### src/rtl/eqr_pkg.sv
// Purpose: shared constants and types of the event queue recorder
// Assumes: APB register access, 32-bit data, one word per register
// Notes:   queue pointers carry the wrap bit just above the index
package eqr_pkg;
   localparam int          PTR_W          = 20;
   localparam int          LOG2_W         = 5;
   localparam int          ADDR_W         = 8;
   localparam int          CNT_W          = 16;
   localparam logic [7:0]  OFS_CTRL       = 8'h00;
   localparam logic [7:0]  OFS_STATUS     = 8'h04;
   localparam logic [7:0]  OFS_PRODUCER_INDEX_REGISTER       = 8'h08;
   localparam logic [7:0]  OFS_CONSUMER_INDEX_REGISTER       = 8'h0C;
   localparam logic [7:0]  OFS_DROPS      = 8'h10;
   localparam logic [7:0]  OFS_MERGES     = 8'h14;
   localparam int          CTRL_EN_BIT    = 0;
   localparam int          CTRL_L2_LSB    = 8;
   localparam int          STAT_GERR_BIT  = 0;
   localparam int          STAT_BUSY_BIT  = 1;
   localparam int          STAT_FULL_BIT  = 2;
   localparam int          STAT_PEND_LSB  = 4;
   localparam logic [LOG2_W-1:0] L2_RESET = 5'h00;
   localparam logic [PTR_W-1:0]  PTR_RESET = 20'h00000;
   localparam logic [CNT_W-1:0]  CNT_RESET = 16'h0000;

   typedef struct packed {
      logic        stall;
      logic        merge_en;
      logic [7:0]  kind;
      logic [15:0] stream;
      logic [31:0] info;
   } eqr_rec_t;

   typedef enum logic [1:0] {W_IDLE, W_ISSUE, W_WAIT} eqr_wstate_t;
endpackage

### src/rtl/eqr_event_queue_recorder.sv
// Purpose: turns event records into circular event queue writes and publishes them
// Assumes: single clock, memory port reports visibility or external abort per write
// Notes:   one write in flight; producer index moves only on visibility
`timescale 1ns/1ps
module eqr_event_queue_recorder
   import eqr_pkg::*;
#(
   parameter int IDX_W = 19
) (
   input  wire  logic                     clk,
   input  wire  logic                     reset,
   input  wire  logic                     ce,
   input  wire  logic                     psel,
   input  wire  logic                     penable,
   input  wire  logic                     pwrite,
   input  wire  logic [eqr_pkg::ADDR_W-1:0] paddr,
   input  wire  logic [31:0]              pwdata,
   output logic                           pready,
   output logic [31:0]                    prdata,
   output logic                           pslverr,
   input  wire  logic                     ev_valid,
   input  wire  eqr_pkg::eqr_rec_t        ev_rec,
   output logic                           ev_ready,
   output logic                           mem_req_valid,
   input  wire  logic                     mem_req_ready,
   output logic [eqr_pkg::PTR_W-1:0]      mem_req_index,
   output eqr_pkg::eqr_rec_t              mem_req_rec,
   input  wire  logic                     mem_done,
   input  wire  logic                     mem_abort
);
   import eqr_pkg::*;

   localparam logic [PTR_W-1:0] ONE = 20'h00001;

   function automatic logic [PTR_W-1:0] idx_mask(input logic [LOG2_W-1:0] l2);
      return (ONE << l2) - ONE;
   endfunction

   function automatic logic q_full(input logic [PTR_W-1:0] p, input logic [PTR_W-1:0] c,
                                   input logic [LOG2_W-1:0] l2);
      logic [PTR_W-1:0] m;
      logic [PTR_W-1:0] w;
      m = idx_mask(l2);
      w = ONE << l2;
      return ((p & m) == (c & m)) && ((p & w) != (c & w));
   endfunction

   function automatic logic [PTR_W-1:0] next_ptr(input logic [PTR_W-1:0] p,
                                                 input logic [LOG2_W-1:0] l2);
      logic [PTR_W-1:0] m;
      logic [PTR_W-1:0] w;
      m = idx_mask(l2);
      w = ONE << l2;
      if ((p & m) == m)
         return (p & w) ^ w;
      return (p & (m | w)) + ONE;
   endfunction

   logic                 q_en;
   logic [LOG2_W-1:0]    q_l2;
   logic                 gerr;
   logic [PTR_W-1:0]     producer_index_register;
   logic [PTR_W-1:0]     consumer_index_register;
   logic [CNT_W-1:0]     drops;
   logic [CNT_W-1:0]     merges;
   eqr_wstate_t          wstate;
   eqr_rec_t             last_rec;
   logic                 last_ok;
   eqr_rec_t             buf_q [2];
   logic                 buf_wr;
   logic                 buf_rd;
   logic [1:0]           buf_cnt;

   eqr_rec_t             head;
   logic                 push;
   logic                 pop;
   logic                 writable;
   logic                 full;
   logic                 merge_ok;
   logic                 commit;
   logic                 drop;
   logic [1:0]           next_cnt;
   logic                 wr_req;
   logic                 rd_req;
   logic                 bad_addr;
   logic                 gerr_clr;
   logic [31:0]          rd_data;
   logic [LOG2_W-1:0]    l2_in;
   logic                 eng_idle;
   logic                 have_head;
   logic                 acc_req;
   logic                 ctrl_wr;
   logic                 consumer_index_register_wr;
   logic                 gerr_set;
   logic                 merge_hit;

   assign head      = buf_q[buf_rd];
   assign push      = ev_valid && ev_ready;
   assign full      = q_full(producer_index_register, consumer_index_register, q_l2);
   assign eng_idle  = (wstate == W_IDLE);
   assign have_head = (buf_cnt != 2'd0);
   // idle engine means nothing committed but unpublished
   assign writable  = q_en && !gerr && !full && eng_idle;
   assign merge_ok = last_ok && head.merge_en && !head.stall && !last_rec.stall
                     && (head == last_rec);
   // fifo head is served in arrival order whatever its kind
   assign commit    = have_head && !merge_ok && writable;
   assign drop      = have_head && !merge_ok && !writable && !head.stall;
   // stale head must never count as a merge
   assign merge_hit = have_head && merge_ok;
   assign pop       = eng_idle && (merge_hit || commit || drop);
   assign next_cnt  = buf_cnt + {1'b0, push} - {1'b0, pop};
   // setup phase answers next cycle, access phase carries the write
   assign rd_req    = psel && !penable;
   assign acc_req   = psel && penable && pready;
   assign wr_req    = acc_req && pwrite;
   assign ctrl_wr   = wr_req && (paddr == OFS_CTRL);
   assign consumer_index_register_wr   = wr_req && (paddr == OFS_CONSUMER_INDEX_REGISTER);
   assign gerr_clr  = wr_req && (paddr == OFS_STATUS) && pwdata[STAT_GERR_BIT];
   // abort only counts while a write is outstanding
   assign gerr_set  = (wstate == W_WAIT) && mem_abort;
   assign l2_in    = (pwdata[CTRL_L2_LSB +: LOG2_W] > LOG2_W'(IDX_W)) ? LOG2_W'(IDX_W)
                                                                   : pwdata[CTRL_L2_LSB +: LOG2_W];

   always_comb begin
      rd_data  = 32'h00000000;
      bad_addr = 1'b0;
      unique case (paddr)
         OFS_CTRL: begin
            rd_data[CTRL_EN_BIT] = q_en;
            rd_data[CTRL_L2_LSB +: LOG2_W] = q_l2;
         end
         OFS_STATUS: begin
            rd_data[STAT_GERR_BIT] = gerr;
            rd_data[STAT_BUSY_BIT] = (wstate != W_IDLE);
            rd_data[STAT_FULL_BIT] = full;
            rd_data[STAT_PEND_LSB +: 2] = buf_cnt;
         end
         OFS_PRODUCER_INDEX_REGISTER:   rd_data[PTR_W-1:0] = producer_index_register;
         OFS_CONSUMER_INDEX_REGISTER:   rd_data[PTR_W-1:0] = consumer_index_register;
         OFS_DROPS:  rd_data[CNT_W-1:0] = drops;
         OFS_MERGES: rd_data[CNT_W-1:0] = merges;
         default:    bad_addr = 1'b1;
      endcase
   end

   // apb slave: one wait-free access phase
   always_ff @(posedge clk or posedge reset) begin
      if (reset) begin
         pready  <= 1'b0;
         prdata  <= 32'h00000000;
         pslverr <= 1'b0;
      end else if (ce) begin
         pready  <= rd_req;
         pslverr <= rd_req && bad_addr;
         if (rd_req && !pwrite)
            prdata <= rd_data;
      end
   end

   // size is clamped so the wrap bit stays inside the pointer
   always_ff @(posedge clk or posedge reset) begin
      if (reset) begin
         q_en <= 1'b0;
         q_l2 <= L2_RESET;
      end else if (ce && ctrl_wr) begin
         q_en <= pwdata[CTRL_EN_BIT];
         q_l2 <= l2_in;
      end
   end

   // consumer index belongs to software; no consistency check
   always_ff @(posedge clk or posedge reset) begin
      if (reset)
         consumer_index_register <= PTR_RESET;
      else if (ce && consumer_index_register_wr)
         consumer_index_register <= pwdata[PTR_W-1:0];
   end

   // global error set by an aborted write; set wins over software clear
   always_ff @(posedge clk or posedge reset) begin
      if (reset)
         gerr <= 1'b0;
      else if (ce)
         gerr <= gerr_set || (gerr && !gerr_clr);
   end

   // two-entry record buffer, stall records wait here
   always_ff @(posedge clk or posedge reset) begin
      if (reset) begin
         buf_wr   <= 1'b0;
         buf_rd   <= 1'b0;
         buf_cnt  <= 2'd0;
         ev_ready <= 1'b1;
      end else if (ce) begin
         if (push)
            buf_wr <= !buf_wr;
         if (pop)
            buf_rd <= !buf_rd;
         buf_cnt  <= next_cnt;
         ev_ready <= (next_cnt != 2'd2);
      end
   end

   always_ff @(posedge clk) begin
      if (ce && push)
         buf_q[buf_wr] <= ev_rec;
   end

   always_ff @(posedge clk or posedge reset) begin
      if (reset) begin
         drops  <= CNT_RESET;
         merges <= CNT_RESET;
      end else if (ce && eng_idle) begin
         if (drop)
            drops <= drops + 1'b1;
         if (merge_hit)
            merges <= merges + 1'b1;
      end
   end

   // write engine: commit, issue, then wait for visibility or abort
   always_ff @(posedge clk or posedge reset) begin
      if (reset) begin
         wstate        <= W_IDLE;
         mem_req_valid <= 1'b0;
         mem_req_index <= PTR_RESET;
         mem_req_rec   <= '0;
      end else if (ce) begin
         unique case (wstate)
            W_IDLE: begin
               if (commit) begin
                  mem_req_valid <= 1'b1;
                  mem_req_index <= producer_index_register;
                  mem_req_rec   <= head;
                  wstate        <= W_ISSUE;
               end
            end
            W_ISSUE: begin
               if (mem_req_ready) begin
                  mem_req_valid <= 1'b0;
                  wstate        <= W_WAIT;
               end
            end
            W_WAIT: begin
               if (mem_done || mem_abort)
                  wstate <= W_IDLE;
            end
            default: begin
               // unused code: withdraw any request and go idle
               mem_req_valid <= 1'b0;
               wstate        <= W_IDLE;
            end
         endcase
      end
   end

   // producer index moves only once the record is visible
   always_ff @(posedge clk or posedge reset) begin
      if (reset)
         producer_index_register <= PTR_RESET;
      else if (ce && (wstate == W_WAIT) && mem_done)
         // response to the client is not held for this; sync is elsewhere
         producer_index_register <= next_ptr(producer_index_register, q_l2);
   end

   // last committed record, the only merge candidate
   always_ff @(posedge clk or posedge reset) begin
      if (reset) begin
         last_rec <= '0;
         last_ok  <= 1'b0;
      end else if (ce) begin
         if (commit) begin
            last_rec <= head;
            last_ok  <= 1'b1;
         end else if (gerr_set && !mem_done) begin
            // an aborted record never reached the queue
            last_ok  <= 1'b0;
         end
      end
   end
endmodule

### config.mk
export PLATFORM = sky130hd
export DESIGN_NAME = eqr_event_queue_recorder
export DESIGN_NICKNAME = d
export VERILOG_FILES = /design/src/rtl/eqr_pkg.sv /design/src/rtl/eqr_event_queue_recorder.sv
export SDC_FILE = /design/constraint.sdc
export NUM_CORES = 1
export LEC_CHECK = 0
export BUFFER_PORTS_ARGS = -buffer_cell sky130_fd_sc_hd__buf_2
export CAP_MARGIN = 20
export CORE_AREA = 10 10 249 180
export CTS_CLUSTER_DIAMETER = 120
export DETAILED_ROUTE_END_ITERATION = 7
export DIE_AREA = 0 0 259 190
export PLACE_DENSITY = 0.6
export SLEW_MARGIN = 20
export SYNTH_ARGS = -nofsm -noshare
export SYNTH_HDL_FRONTEND = slang
export SYNTH_SLANG_ARGS = --single-unit
### constraint.sdc
create_clock -name clk -period 11.39 [get_ports clk]
set_input_delay 1.7085 -clock clk [delete_from_list [all_inputs] [get_ports clk]]
set_output_delay 1.7085 -clock clk [all_outputs]
set_load 0.02 [all_outputs]
After elaboration in Yosys (flattened, before gate mapping)
Memory sizes are Yosys's and may differ from the RTL's.
Cells that the tools add are included.
- muxes and demuxes: 25
- order comparisons: 1
- add/sub/neg operators: 6
- bitwise gates (word level): 8
- reductions and logical operators: 66
- shift operators: 1
- equal/unequal tests: 15
- operators with widths (kind ; number):
    20-bit AND ; 5
    58-bit == test ; 1
    20-bit == test ; 2
    20-bit 2-to-1 mux ; 2
    1-bit logical AND ; 34
    16-bit by 1-bit adder with 16-bit output (second input constant) ; 2
    5-bit case mux with 5 select lines ; 1
    20-bit by 1-bit adder with 20-bit output (second input constant) ; 1
    20-bit != test ; 1
    20-bit OR ; 1
    2-bit case mux with 5 select lines ; 2
    1-bit by 5-bit left shift with 20-bit output (first input constant) ; 1
    20-bit by 1-bit subtractor with 20-bit output (second input constant) ; 1
    20-bit bitwise XOR ; 1
    8-bit by 4-bit == test with 1-bit output (second input constant) ; 2
    8-bit by 5-bit == test with 1-bit output (second input constant) ; 2
    2-bit AND reduction ; 7
    1-bit zero test ; 12
    3-bit case mux with 4 select lines ; 1
    1-bit 2-to-1 mux ; 9
    8-bit by 3-bit == test with 1-bit output (second input constant) ; 1
    8-bit zero test ; 1
    2-bit != test (second input constant) ; 4
    2-bit case mux with 4 select lines ; 1
    other kinds (19) ; 27
- input port bits: 108
- output and inout port bits: 114
- memory bits (writable): 116
- register bits after elaboration: 246
- memories: 1
- memory list (name ; words ; width ; rd ports ; clocked after Yosys merged registers in ; wr ports ; RTL line ; RTL):
    buf_q ; 2 ; 58 ; 1 ; 0 ; 1 ; eqr_event_queue_recorder.sv:69 ; eqr_rec_t buf_q [2];

Depth between registers and ports, before layout
- depth after elaboration: 15
- gate-level depth with buffers: 19
- gate-level depth less buffers: 18

Worst setup path before layout
OpenSTA, ideal clock, no wires.
- path type: in2reg
- start: input ce
- end: memory buf_q[0][0] (netlist bit) (enable)
- data required time: 10.916 ns
- setup time: 0.474 ns
- stages on the path: 3
- data arrival time: 4.500 ns
- path buffers: 1
- setup slack: 6.415 ns
- path through: clkbuf_1 -> nand3_1 -> nor2_1
- word-level cells in the longest chain between the ends: 3
- RTL lines (item ; RTL line ; RTL):
    from (decl) ; eqr_event_queue_recorder.sv:12 ; input wire logic ce,
    1-bit logical AND ; eqr_event_queue_recorder.sv:206 ; if (ce && push)
    1-bit 2-to-1 mux ; eqr_event_queue_recorder.sv:206 ;
    1-bit 2-to-1 mux (implied by the code) ; eqr_event_queue_recorder.sv:207 ; buf_q[buf_wr] <= ev_rec;
    to (decl) ; eqr_event_queue_recorder.sv:69 ;
Every way passes these cells.

Worst setup path in the final report
- start: register q_l2[0]
- end: register mem_req_rec[23] (netlist bit)
- word-level cells in the longest chain between the ends: 10
- elaborated cells between the ends (all ways): 14
- those cells by class: add/sub: 1; eq/ne: 2; shift: 1; bitwise: 4; reduce/logical: 6
- RTL lines (item ; RTL line ; RTL):
    from (decl) ; eqr_event_queue_recorder.sv:60 ; logic [LOG2_W-1:0] q_l2;
    from (signal assigned) ; eqr_event_queue_recorder.sv:168 ; q_l2 <= l2_in;
    1-bit by 5-bit left shift with 20-bit output (*) ; eqr_event_queue_recorder.sv:36, eqr_event_queue_recorder.sv:44 ;
    20-bit by 1-bit subtractor with 20-bit output ; eqr_event_queue_recorder.sv:36 ; return (ONE << l2) - ONE;
    20-bit AND ; eqr_event_queue_recorder.sv:45 ; return ((p & m) == (c & m)) && ((p & w) != (c & w));
    20-bit == test ; eqr_event_queue_recorder.sv:45 ;
    1-bit logical AND (*) ; eqr_event_queue_recorder.sv:45 ;
    1-bit zero test (*) ; eqr_event_queue_recorder.sv:103 ; assign writable = q_en && !gerr && !full && eng_idle;
    1-bit logical AND (*) (2 in a row) ; eqr_event_queue_recorder.sv:103 ;
    1-bit logical AND (*) ; eqr_event_queue_recorder.sv:107 ; assign commit = have_head && !merge_ok && writable;
    3-bit AND reduction (no line) (*) ; n/a ;
    to (signal assigned) ; eqr_event_queue_recorder.sv:228 ; mem_req_rec <= '0;
    to (signal assigned) ; eqr_event_queue_recorder.sv:235 ; mem_req_rec <= head;
    to (decl) ; eqr_event_queue_recorder.sv:27 ; output eqr_pkg::eqr_rec_t mem_req_rec,
Mark *: on every way between the ends. The rest lies on a longest branch, timed or not.
A chain may end at the register's enable or synchronous reset.

==> impl_metrics.csv <==
group,metric,value,unit
cts,cts_buffers,39,
power_and_ir_drop,cellLeakagePower,9.71,nW
outcome,outcome,"finished, final reports clean",
timing,hold_viol,0,
timing,maxSlewViolCount,0,
global_routing,grt_pass1_vias,11731,
setup_path,rr_worst_depth,13,
route,via_per_inst,5.51,
final_layout,regArea,9640,sq um
setup_path,crit_path_max_fanout,59,
run,drv_cap,0,
timing,tightest_slew,1090,ps
timing,finalSetupViolCount,0,
place,port_buffers,197,
logic_synthesis,synth_edf_count,116,
cts,cts_setup_buffers,0,
floorplan,die_h,190,um
route,wire_per_inst,22.8,um
timing,slew_headroom,0.273,
timing,fin_worst_skew,14.2,ps
timing,fin_crit,6270,ps
route,drt_drc_violations_left,0,
final_layout,syn2layout_area_growth,15.5,%
logic_synthesis,ys_seq_area_frac,0.543,
floorplan,num_rows,62,
floorplan,start_util,0.441,
global_routing,grt_pass1_wl,73800,um
floorplan,boundaryPins,222,
route,postRouteAntennaNets,0,
setup_path,worstReg2RegStart,"q_l2[0]",
power_and_ir_drop,power.density,167,nW/um^2
cts,cts_buffer_depth,3,
final_layout,multi_input_area,7520,sq um
floorplan,dieArea,49200,sq um
global_routing,gr-usage-all-layers,0.194,
setup_path,path_class,"reg2reg",
logic_synthesis,synth.cell_area,17800,sq um
route,vias,11624,
logic_synthesis,synth_cells,1347,
floorplan,die_w,259,um
timing,max_freq,160,MHz
logic_synthesis,yosys_warnings,0,
setup_path,r2r-end,"mem_req_rec[23]",
final_layout,final_cell_mix,"dfrtp_1 (244), buf_2 (197), mux2_4 (117)",
setup_path,worstPathRequired,11810,ps
setup_path,startpoint_type,"register",
global_routing,gr-usage-met3,0.0506,
setup_path,reg2reg_slack,5120,ps
final_layout,fill_cells,3482,
place,gp_congestion,0.923,
timing,fin_crit_sh,0.550,
place,hpwl,35000,um
final_layout,drive_above_1_share,0.332,
power_and_ir_drop,ir_worst_vdd,0.128,mV
cts,cts_hold_buf,0,
global_routing,use_met1,0.300,
power_and_ir_drop,power,0.00343,W
cts,cts_max_level,2,
setup_path,cp.arrival,6690,ps
global_routing,grt_overflow_total,0,
cts,clk_pin_slew,70,ps
logic_synthesis,avgSynthCellArea,13.2,sq um
timing,fin_tns_setup,0,ps
cts,root_buffer,"clkbuf_16",
cts,cts_tree,"yes",
global_routing,grt_busiest_layer,"met1",
logic_synthesis,synth_seq_cells,362,
route,totalWireLength,48100,um
timing,rsz0062_at_grt,"false",
global_routing,grt_use_met2,0.265,
cts,clock-sinks,362,
cts,clk_latency,540,ps
floorplan,core_area,40300,sq um
route,drt_first_iter_violations,940,
logic_synthesis,async_reset_ff_frac,0.680,
logic_synthesis,synth_cell_types,67,
final_layout,nNetsFinal,1669,
route,firstDrtPassIters,5,
setup_path,crit_path_end_kind,"register",
global_routing,grt_antenna_before_repair,1,
logic_synthesis,ys.flop_type,"dfrtp_1",
hold_path,min_to,"prdata[18]",
final_layout,final_common_cell,"dfrtp_1",
global_routing,grt_max_degree,101,
cts,cts_resized,0,
hold_path,hold_path_class,"reg2reg",
hold_path,holdPathStages,2,
final_layout,antennaDiodeCount,0,
hold_path,worstHoldStart,"prdata[18]",
[where the power goes]
part	leakage [nW]	switching (W)	internal [W]
combinational	4.59	0.000358	0.000222
clock	0.674	0.000545	0.000825
sequential	4.45	0.0000553	0.00143
total	9.71	0.000959	0.00248
[area by class of cell]
| class | instances | area share |
|---|---|---|
| inverters | 25 | 0.00494 |
| clock inverters | 25 | 0.0174 |
| multi-input cells | 890 | 0.366 |
| flip-flops and latches | 362 | 0.470 |
| well taps | 544 | 0.0332 |
| repair buffers | 218 | 0.0569 |
| clock buffers | 47 | 0.0510 |
[cells by family (layout without fill, tap and decap cells)]
logic type,after synthesis,in the layout,share of synthesized area
buf+inv,106,315,0.0394
mux,253,253,0.183
fa+ha+maj,25,25,0.0176
simple gates,293,293,0.0914
flops,362,362,0.543
xor+xnor,133,133,0.0656
compound gates,174,174,0.0601
other cells,1,12,0.000211
[per-layer routing]
metal | part of all wire | vias up
li1 | - | 5276
met1 | 0.50 | 5933
met2 | 0.41 | 365
met3 | 0.076 | 48
met4 | 0.014 | 2
met5 | 0.00027 | -
[flip-flops by register name, indices dropped and copies added (netlist names)]
signal,count
pslverr,1
drops,16
mem_req_index,20
pready,1
buf_q,116
q_en,1
ev_ready,1
buf_rd,1
merges,16
mem_req_valid,1
mem_req_rec,58
consumer_index_register,20
gerr,1
producer_index_register,20
wstate,2
buf_cnt,2
last_rec,58
last_ok,1
prdata,20
q_l2,5
buf_wr,1
[synthesized netlist by cell type (10+ instances only)]
master    instances  area share
xor2_1           97       0.048
ha_1             25       0.018
a221oi_1         10      0.0049
clkbuf_1         38      0.0080
nand4_1          24      0.0084
mux2_4          117       0.099
xnor2_1          36       0.018
mux2i_1          36       0.020
mux2_2           99       0.063
o21ai_0          37       0.010
nor2_1           22      0.0046
nor4_1           28      0.0099
buf_12           11       0.012
nor2b_1          15      0.0053
a22o_1           10      0.0049
edfxtp_1        116        0.20
a21oi_1          67       0.019
buf_4            15      0.0063
inv_1            25      0.0053
o22ai_1          13      0.0046
nand3_1          34      0.0096
nand2_1          88       0.019
and3_1           15      0.0053
dfrtp_1         245        0.35
nor3_1           13      0.0037
[per-stage QoR]
| stage | utilization | worst slack [ps] | hold WS (ps) | std cells | cell area (sq um) |
|---|---|---|---|---|---|
| 2_1_floorplan | - | 2920 | 442 | 1358 | 17800 |
| 3_3_place_gp | 0.474 | 5250 | 457 | 2038 | 19100 |
| 3_5_place_dp | 0.475 | 5250 | 463 | 2039 | 19100 |
| 4_1_cts | 0.509 | 5220 | 478 | 2111 | 20500 |
| 5_1_grt | 0.510 | 4730 | 491 | 2111 | 20500 |
| 6_report | 0.510 | 5120 | 476 | 2111 | 20500 |
[how the worst max path moves through the flow]
| stage | from | endpoint | slack (ps) | cells past startpoint |
|---|---|---|---|---|
| after CTS | q_l2[0] | mem_req_rec[4] | 5220 | 13 |
| after floorplan | reset | buf_cnt[0] | 2920 | 1 |
| after global routing | q_l2[0] | mem_req_rec[29] | 4730 | 13 |
| after detailed placement | q_l2[0] | mem_req_rec[22] | 5250 | 13 |
| final | q_l2[0] | mem_req_rec[23] | 5120 | 13 |
| after global placement | q_l2[0] | mem_req_rec[5] | 5250 | 13 |
[critical path, stage by stage, from the launching register on]
cell,delay [ps]
dfrtp_1,770
nor3b_2,710
nand2_1,210
ha_1,350
o31ai_1,110
ha_1,320
a22o_1,220
a221oi_1,210
and4_1,240
nand4_1,160
o21ai_2,730
or3_4,740
buf_4,880
mux2_2,420
Note: power is estimated with default switching activity, not from simulation.
